`config.mk`:
```
export PLATFORM = sky130hd
export DESIGN_NAME = hbfp_core
export DESIGN_NICKNAME = d
export VERILOG_FILES = /design/src/hbfp_pkg.sv /design/src/hbfp_core.sv /design/src/hbfp_oc_timer.sv
export VERILOG_INCLUDE_DIRS = /design/src
export SDC_FILE = /design/constraint.sdc
export NUM_CORES = 1
export LEC_CHECK = 0
export BUFFER_PORTS_ARGS = -buffer_cell sky130_fd_sc_hd__buf_2
export CAP_MARGIN = 10
export CORE_ASPECT_RATIO = 0.75
export CORE_MARGIN = 1
export CORE_UTILIZATION = 50
export CTS_BUF_LIST = sky130_fd_sc_hd__clkbuf_8
export CTS_CLUSTER_SIZE = 16
export DETAILED_ROUTE_END_ITERATION = 7
export GPL_TIMING_DRIVEN = 0
export PLACE_DENSITY = 0.68
export SLEW_MARGIN = 10
export SYNTH_ARGS = -nofsm -noshare
export SYNTH_HDL_FRONTEND = slang
export SYNTH_SLANG_ARGS = --single-unit
```
`constraint.sdc`:
```
create_clock -name clk_sys_i -period 5.2 [get_ports clk_sys_i]
set_input_delay 0.26 -clock clk_sys_i [delete_from_list [all_inputs] [get_ports clk_sys_i]]
set_output_delay 0.26 -clock clk_sys_i [all_outputs]
set_load 0.01 [all_outputs]
```
`src/hbfp_defines.svh`:
```
// Offsets, field positions and timing counts for the bridge guard
`ifndef HBFP_DEFINES_SVH
`define HBFP_DEFINES_SVH

`define HBFP_CLK_MHZ 10
`define HBFP_OC_LONG_US 200
`define HBFP_OC_SHORT_US 25
`define HBFP_OC_LONG_CYC (`HBFP_OC_LONG_US * `HBFP_CLK_MHZ)
`define HBFP_OC_SHORT_CYC (`HBFP_OC_SHORT_US * `HBFP_CLK_MHZ)
`define HBFP_UL_DELAY_US 200
`define HBFP_UL_DELAY_CYC (`HBFP_UL_DELAY_US * `HBFP_CLK_MHZ)
`define HBFP_TMR_W 12

`define HBFP_BIT_CLEAR 0
`define HBFP_BIT_SW_LO 1
`define HBFP_BIT_SW_HI 6
`define HBFP_BIT_SHOOT 12
`define HBFP_BIT_OC 13
`define HBFP_BIT_UL 14

`define HBFP_ADDR_CMD 2'h0
`define HBFP_ADDR_STATUS 2'h1
`define HBFP_ADDR_IRQ_EN 2'h2
`define HBFP_ADDR_IRQ_CLR 2'h3

`endif

```
`src/hbfp_pkg.sv`:
```
// Types shared by the bridge guard files
`default_nettype none
package hbfp_pkg;
    typedef enum logic [1:0] {HBFP_OC_IDLE, HBFP_OC_COUNT, HBFP_OC_TRIP} hbfp_oc_state_t;
endpackage
`default_nettype wire
```
`src/hbfp_core.sv`:
```
// Triple half-bridge fault protection and gate control
// Operation
// [RULE1] Each half-bridge switch controlled independently
// [RULE2] Both sides requested: flag, force channel off
// [RULE3] Shoot-through flag holds, blocks channel till clear
// [RULE4] Sustained overcurrent latches switch off, flags
// [RULE5] Overcurrent latch released only by clear
// [RULE6] Delay select: 0 long, 1 short
// [RULE7] Timer starts on overcurrent comparator
// [RULE8] Delay fixed at timer start
// [RULE9] No turn-on during thermal shutdown
// [RULE10] Underload watched only on on-switches
// [RULE11] Persistent underload sets underload flag
// [RULE12] Shutdown enable latches offending switch off
// [RULE13] One shared underload timer for all
// [RULE14] Timer restarts when all underloads vanish
// [RULE15] Underload flag and latch cleared by clear
// [RULE16] Word bits 6..1 are switch pairs
// [RULE17] All switches off after reset
// [RULE18] Clear and requests applied together
//
// Design decisions made here: the strobed register port and the register offsets.
`timescale 1ns/100ps
`default_nettype none
`include "hbfp_defines.svh"
module hbfp_core
    import hbfp_pkg::*;
(
    input wire logic clk_sys_i,
    input wire logic reset_n_i,
    input wire logic [1:0] addr_i,
    input wire logic [15:0] wdata_i,
    input wire logic wr_i,
    input wire logic rd_i,
    input wire logic [5:0] oc_cmp_i,
    input wire logic [5:0] ul_cmp_i,
    input wire logic thermal_shutdown_i,
    output logic [15:0] rdata_o,
    output logic [5:0] gate_en_o,
    output logic irq_o
);
    logic [5:0] req_reg;
    logic overcurrent_delay_select_reg;
    logic underload_shutdown_enable_reg;
    logic [2:0] shoot_through_flag_reg;
    logic overcurrent_fault_flag_reg;
    logic underload_fault_flag_reg;
    logic [5:0] oc_latch_reg;
    logic [5:0] ul_latch_reg;
    logic [`HBFP_TMR_W-1:0] ul_cnt_reg;
    logic [2:0] irq_stat_reg;
    logic [2:0] irq_en_reg;
    logic [5:0] oc_trip;
    logic [5:0] ul_active;
    logic ul_expire;
    logic cmd_wr;
    logic clr;
    logic [2:0] shoot_new;
    logic [5:0] allowed;
    logic [15:0] status_word;

    assign cmd_wr = wr_i && (addr_i == `HBFP_ADDR_CMD);
    assign clr = cmd_wr && wdata_i[`HBFP_BIT_CLEAR];

    // Per-switch overcurrent timers
    genvar g;
    generate
        for (g = 0; g < 6; g++)
        begin : g_oc
            hbfp_oc_timer u_oc (
                .clk_sys_i(clk_sys_i),
                .reset_n_i(reset_n_i),
                .oc_cmp_i(oc_cmp_i[g] && gate_en_o[g]),
                .short_sel_i(overcurrent_delay_select_reg),
                .trip_o(oc_trip[g])
            );
        end
    endgenerate

    // Shoot-through detection on a new command
    always_comb
    begin
        for (int c = 0; c < 3; c++)
            shoot_new[c] = cmd_wr && wdata_i[2*c+1] && wdata_i[2*c+2]; // [RULE2]
    end

    // Command register: requests and options
    always_ff @(posedge clk_sys_i)
    begin
        if (!reset_n_i)
        begin
            req_reg <= 6'h00; // [RULE17]
            overcurrent_delay_select_reg <= 1'b0;
            underload_shutdown_enable_reg <= 1'b0;
        end
        else if (cmd_wr)
        begin
            req_reg <= wdata_i[`HBFP_BIT_SW_HI:`HBFP_BIT_SW_LO]; // [RULE16] [RULE18]
            overcurrent_delay_select_reg <= wdata_i[`HBFP_BIT_OC];
            underload_shutdown_enable_reg <= wdata_i[`HBFP_BIT_UL];
        end
    end

    // Shoot-through flags per channel, set beats clear
    always_ff @(posedge clk_sys_i)
    begin
        if (!reset_n_i)
            shoot_through_flag_reg <= 3'h0;
        else
            shoot_through_flag_reg <= (clr ? 3'h0 : shoot_through_flag_reg) | shoot_new; // [RULE3]
    end

    // Overcurrent latches and flag
    always_ff @(posedge clk_sys_i)
    begin
        if (!reset_n_i)
        begin
            oc_latch_reg <= 6'h00;
            overcurrent_fault_flag_reg <= 1'b0;
        end
        else
        begin
            oc_latch_reg <= (clr ? 6'h00 : oc_latch_reg) | oc_trip; // [RULE4] [RULE5]
            overcurrent_fault_flag_reg <= (clr ? 1'b0 : overcurrent_fault_flag_reg) | (|oc_trip);
        end
    end

    // Underload detection on switched-on drivers
    assign ul_active = ul_cmp_i & gate_en_o; // [RULE10]
    assign ul_expire = (|ul_active) &&
        (ul_cnt_reg >= `HBFP_TMR_W'(`HBFP_UL_DELAY_CYC)); // [RULE11]

    // Shared underload timer
    always_ff @(posedge clk_sys_i)
    begin
        if (!reset_n_i)
            ul_cnt_reg <= '0;
        else if (!(|ul_active))
            ul_cnt_reg <= '0; // [RULE14]
        else if (!ul_expire)
            ul_cnt_reg <= ul_cnt_reg + `HBFP_TMR_W'(1); // [RULE13]
    end

    // Underload flag and latches
    always_ff @(posedge clk_sys_i)
    begin
        if (!reset_n_i)
        begin
            underload_fault_flag_reg <= 1'b0;
            ul_latch_reg <= 6'h00;
        end
        else
        begin
            underload_fault_flag_reg <= (clr ? 1'b0 : underload_fault_flag_reg) | ul_expire; // [RULE15]
            ul_latch_reg <= (clr ? 6'h00 : ul_latch_reg) |
                ((ul_expire && underload_shutdown_enable_reg) ? ul_active : 6'h00); // [RULE12]
        end
    end

    // Gate permission per switch
    always_comb
    begin
        for (int s = 0; s < 6; s++)
            allowed[s] = !shoot_through_flag_reg[s/2] && !oc_latch_reg[s] &&
                !ul_latch_reg[s]; // [RULE1] [RULE3]
    end

    // Gate enables; hold off on thermal shutdown
    always_ff @(posedge clk_sys_i)
    begin
        if (!reset_n_i)
            gate_en_o <= 6'h00; // [RULE17]
        else
            gate_en_o <= thermal_shutdown_i ? 6'h00 : (req_reg & allowed); // [RULE9]
    end

    // Interrupt status: shoot, overcurrent, underload
    always_ff @(posedge clk_sys_i)
    begin
        if (!reset_n_i)
            irq_stat_reg <= 3'h0;
        else
            irq_stat_reg <= ((wr_i && addr_i == `HBFP_ADDR_IRQ_CLR) ?
                irq_stat_reg & ~wdata_i[2:0] : irq_stat_reg) |
                {ul_expire, |oc_trip, |shoot_new};
    end

    // Interrupt enable register
    always_ff @(posedge clk_sys_i)
    begin
        if (!reset_n_i)
            irq_en_reg <= 3'h0;
        else if (wr_i && addr_i == `HBFP_ADDR_IRQ_EN)
            irq_en_reg <= wdata_i[2:0];
    end

    // Interrupt output
    always_ff @(posedge clk_sys_i)
    begin
        if (!reset_n_i)
            irq_o <= 1'b0;
        else
            irq_o <= |(irq_stat_reg & irq_en_reg);
    end

    // Status word view
    always_comb
    begin
        status_word = 16'h0000;
        status_word[`HBFP_BIT_SW_HI:`HBFP_BIT_SW_LO] = gate_en_o; // [RULE16]
        status_word[`HBFP_BIT_SHOOT] = |shoot_through_flag_reg;
        status_word[`HBFP_BIT_OC] = overcurrent_fault_flag_reg;
        status_word[`HBFP_BIT_UL] = underload_fault_flag_reg;
    end

    // Read data one cycle after strobe
    always_ff @(posedge clk_sys_i)
    begin
        if (!reset_n_i)
            rdata_o <= 16'h0000;
        else if (rd_i)
        begin
            case (addr_i)
                `HBFP_ADDR_CMD: rdata_o <= {1'b0, underload_shutdown_enable_reg,
                    overcurrent_delay_select_reg, 6'h00, req_reg, 1'b0};
                `HBFP_ADDR_STATUS: rdata_o <= status_word;
                `HBFP_ADDR_IRQ_EN: rdata_o <= {13'h0000, irq_en_reg};
                default: rdata_o <= {13'h0000, irq_stat_reg};
            endcase
        end
        else
            rdata_o <= 16'h0000;
    end
endmodule
`default_nettype wire

```
`src/hbfp_oc_timer.sv`:
```
// Per-switch overcurrent shutdown delay timer
`timescale 1ns/100ps
`default_nettype none
`include "hbfp_defines.svh"
module hbfp_oc_timer
    import hbfp_pkg::*;
(
    input wire logic clk_sys_i,
    input wire logic reset_n_i,
    input wire logic oc_cmp_i,
    input wire logic short_sel_i,
    output logic trip_o
);
    hbfp_oc_state_t state_reg;
    logic [`HBFP_TMR_W-1:0] cnt_reg;
    logic [`HBFP_TMR_W-1:0] limit_reg;

    // Delay latched at start, held for the whole count
    always_ff @(posedge clk_sys_i)
    begin
        if (!reset_n_i)
        begin
            state_reg <= HBFP_OC_IDLE;
            cnt_reg <= '0;
            limit_reg <= '0;
            trip_o <= 1'b0;
        end
        else
        begin
            trip_o <= 1'b0;
            case (state_reg)
                HBFP_OC_IDLE:
                begin
                    cnt_reg <= '0;
                    if (oc_cmp_i) // [RULE7]
                    begin
                        state_reg <= HBFP_OC_COUNT;
                        cnt_reg <= `HBFP_TMR_W'(1);
                        limit_reg <= short_sel_i ? // [RULE6] [RULE8]
                            `HBFP_TMR_W'(`HBFP_OC_SHORT_CYC) :
                            `HBFP_TMR_W'(`HBFP_OC_LONG_CYC);
                    end
                end
                HBFP_OC_COUNT:
                begin
                    if (!oc_cmp_i)
                        state_reg <= HBFP_OC_IDLE;
                    else if (cnt_reg >= limit_reg) // [RULE4]
                    begin
                        trip_o <= 1'b1;
                        state_reg <= HBFP_OC_TRIP;
                    end
                    else
                        cnt_reg <= cnt_reg + `HBFP_TMR_W'(1);
                end
                HBFP_OC_TRIP:
                begin
                    if (!oc_cmp_i)
                        state_reg <= HBFP_OC_IDLE;
                end
                default:
                    state_reg <= HBFP_OC_IDLE;
            endcase
        end
    end
endmodule
`default_nettype wire

```
==> flow_summary.json <==
{
  "root_buffer": "clkbuf_8",
  "via_count": 7501,
  "initial_core_util_pct": 51.1,
  "fin_ws_ps": 2580,
  "syn2layout_area_growth_pct": 10.9,
  "slowest_stage": "or4_1",
  "path_max_fanout": 10,
  "cp.arrival_ps": 3040,
  "clk_pin_slew_ps": 90,
  "worstSetupStartpoint": "g_oc[5].u_oc.limit_reg[5]$_SDFFE_PN0P_",
  "cts_setup_buffers": 0,
  "r2r_start": "g_oc[5].u_oc.limit_reg[5]$_SDFFE_PN0P_",
  "reg2reg_depth": 9,
  "yosysUniqueCellTypes": 65,
  "insertion_delay_ps": 470,
  "synth_top_family_by_area": "simple AND/OR/NAND/NOR gates",
  "place_inst": 1265,
  "ff2ff_setup_slack_ps": 2580,
  "drive_gt1_share_pct": 9.89,
  "hold_buffers": 0,
  "synthMuxAreaShare_pct": 2.63,
  "path_class": "register to register",
  "n_antenna_cell": 0,
  "die_w_microns": 153,
  "period_minus_slack_ps": 2620,
  "dp_slack_ps": 2610,
  "p_leak_uw": 0.00355,
  "hold_viol_final": 0,
  "use_met2_pct": 37.8,
  "hpwl_microns": 15200,
  "fill_cells": 1578,
  "worstMarginPinSlew_ps": 1140,
  "grt_pass1_vias": 6862,
  "synth-seq-area-share_pct": 39.2,
  "wirelength_microns": 20800,
  "synthCells": 1002,
  "antenna_found_initial": 0,
  "clock_sinks": 168,
  "startpoint_type": "register",
  "grt_pass1_wl_microns": 34500,
  "drcViolationCount": 0,
  "layout_commonest_cell": "dfxtp_1",
  "routabilityCongestion": 0.831,
  "final_cell_mix": "dfxtp_1 (168), nor2_1 (114), nand2_1 (94), a21oi_1 (86), ha_1 (62)",
  "ir_drop_v": 0.000158,
  "relSlewSlack_pct": 23.4,
  "syn_area_sq_um": 8580,
  "fin_skew_ps": 11.8,
  "portBuffers": 43,
  "track_usage_pct": 24.7,
  "drtPass1Iterations": 5,
  "dieArea_sq_um": 17700,
  "hp-class": "input port to register",
  "synth-simple-area-share_pct": 24.8,
  "met1_usage_pct": 35.3,
  "drt_iter0_markers": 555,
  "ys.warnings.count": 0,
  "core-area_sq_um": 16800,
  "ctsHtreeMaxLevel": 4,
  "rr_endpoint": "g_oc[5].u_oc.cnt_reg[7]$_SDFFE_PN0P_",
  "postRouteAntennaNets": 0,
  "ys.flop_type": "dfxtp_1",
  "finalNetCount": 1166,
  "avgViaCountPerCell": 5.78,
  "path_cells": "inv_1 > ha_1 > a21o_1 > a221oi_1 > o21a_1 > o21ai_1 > clkbuf_1 > or4_1 > nand2_1",
  "die_y_microns": 115,
  "synth_compound_area_share_pct": 17.9,
  "period_share_pct": 50.4,
  "ys_ff_latch": 168,
  "ys_async_sr_fraction_pct": 0,
  "synth_xor_area_share_pct": 2.55,
  "grt_util_met3_pct": 4.79,
  "fin_total_pwr_uw": 2400,
  "stdcell_count": 1297,
  "required_ps": 5610,
  "rsz0062_at_grt": "false",
  "synth.avg_cell_area_sq_um": 8.56,
  "cts_resized": 0,
  "cts_tree": "built",
  "grt_busiest_layer": "met2",
  "cts_buffers": 17,
  "synth_edf_count": 0,
  "rows": 41,
  "clockBufferDepth": 2,
  "cp_slowest_stage_delay_ps": 540,
  "pin_count": 58,
  "grt_overflow_total": 0,
  "hold_ws_ps": 55.5,
  "crit_path_end_kind": "register",
  "synth_fa_ha_area_share_pct": 9.04,
  "slew_violations": 0,
  "status": "finished, final reports clean",
  "post_drt_wl_per_cell_microns": 16.1,
  "power_density_nw_per_um2": 253,
  "cap_violations": 0,
  "grt_max_degree": 17,
  "crit_path_end": "g_oc[5].u_oc.cnt_reg[7]$_SDFFE_PN0P_",
  "finalSetupTns_ps": 0,
  "largest_register_ffs": 72,
  "clock.fmax_mhz": 381,
  "setup_violations": 0
}
==> area by class of cell <==
type	instances	area, sq um	share of cell area [%]
well taps	215	269	2.83
flip-flops and latches	168	3360	35.4
clock inverters	13	166	1.75
plain buffers	37	173	1.82
multi-input cells	761	4910	51.6
inverters	41	154	1.62
clock buffers	19	262	2.75
repair buffers	43	215	2.26
==> worst min-delay path by stage <==
| stage | startpoint | end | depth (start not counted) | slack [ps] |
|---|---|---|---|---|
| floorplan | wdata_i[1] | req_reg[0]$_SDFFE_PN0P_ | 2 | 400 |
| global placement | oc_latch_reg[3]$_SDFF_PN0_ | gate_en_o[3]$_SDFF_PP0_ | 1 | 410 |
| detailed placement | ul_latch_reg[3]$_SDFF_PN0_ | gate_en_o[3]$_SDFF_PP0_ | 1 | 410 |
| CTS | wdata_i[13] | overcurrent_delay_select_reg$_SDFFE_PN0P_ | 3 | 30 |
| global route | wdata_i[13] | overcurrent_delay_select_reg$_SDFFE_PN0P_ | 3 | 30 |
| finish | wdata_i[13] | overcurrent_delay_select_reg$_SDFFE_PN0P_ | 3 | 60 |
==> cell families after synthesis <==
family	count (synthesis)
adder cells (fa/ha/maj)	62
other	1
flip-flops	168
multiplexers	20
AND/OR/NAND/NOR	414
AO/OA/AOI/OAI	234
buffers and inverters	78
XOR/XNOR	25
==> cell usage after synthesis, types with 3 or more instances <==
cell type    n  area [sq um]
dfxtp_1    168          3360
nor2_1     114           428
nand2_1     94           353
a21oi_1     86           430
ha_1        62           776
nand3_1     46           230
inv_1       41           154
o21ai_0     31           155
clkbuf_1    23          86.3
and3_1      19           119
or3_1       19           119
xor2_1      19           166
mux2i_1     18           180
o211ai_1    18           135
or4_1       18           135
nand4_1     17           106
o21a_1      14           105
nor3_1      13          65.1
o31ai_1     13          97.6
a211oi_1    10          75.1
a32oi_1      9          78.8
nand2b_1     9          56.3
nand3b_1     9          67.6
nor4b_1      9          78.8
o2111ai_1    9          78.8
or2_2        9          56.3
nand4b_1     8          70.1
o21ai_1      8          40.0
a21o_1       7          52.6
nor4_1       7          43.8
and2_1       6          37.5
buf_4        6          45.0
o31a_1       6          52.6
xnor2_1      6          52.6
and4_1       4          35.0
buf_1        4          15.0
a22oi_1      3          22.5
buf_2        3          15.0
nor2b_1      3          18.8
o21bai_1     3          22.5
==> metal layers <==
layer  share of wire [%]  wire length (microns)
met1                  51                  10600
met2                  43                   8930
met3                 5.0                   1030
met4                 1.3                    274
met5                   0                      0
==> worst max-delay path: cells and delay by family, from the launching register on <==
| kind | cells | cell delay [ps] |
|---|---|---|
| fa+ha+maj | 1 | 310 |
| compound gates | 4 | 940 |
| simple gates | 2 | 620 |
| buf+inv | 2 | 310 |
| flops | 1 | 380 |
==> power breakdown <==
| part | internal [uW] | total, uW | switching, uW |
|---|---|---|---|
| Combinational | 28.1 | 88.7 | 60.6 |
| Clock | 506 | 1020 | 513 |
| Sequential | 1290 | 1300 | 5.47 |
| Total | 1820 | 2400 | 579 |
==> stage by stage <==
step           utilization, %  cell area [sq um]
2_1_floorplan               -               8600
3_3_place_gp             54.1               9080
3_5_place_dp             54.1               9080
4_1_cts                  56.7               9510
5_1_grt                  56.7               9510
6_report                 56.7               9510
Note: power is estimated with default switching activity, not from simulation.
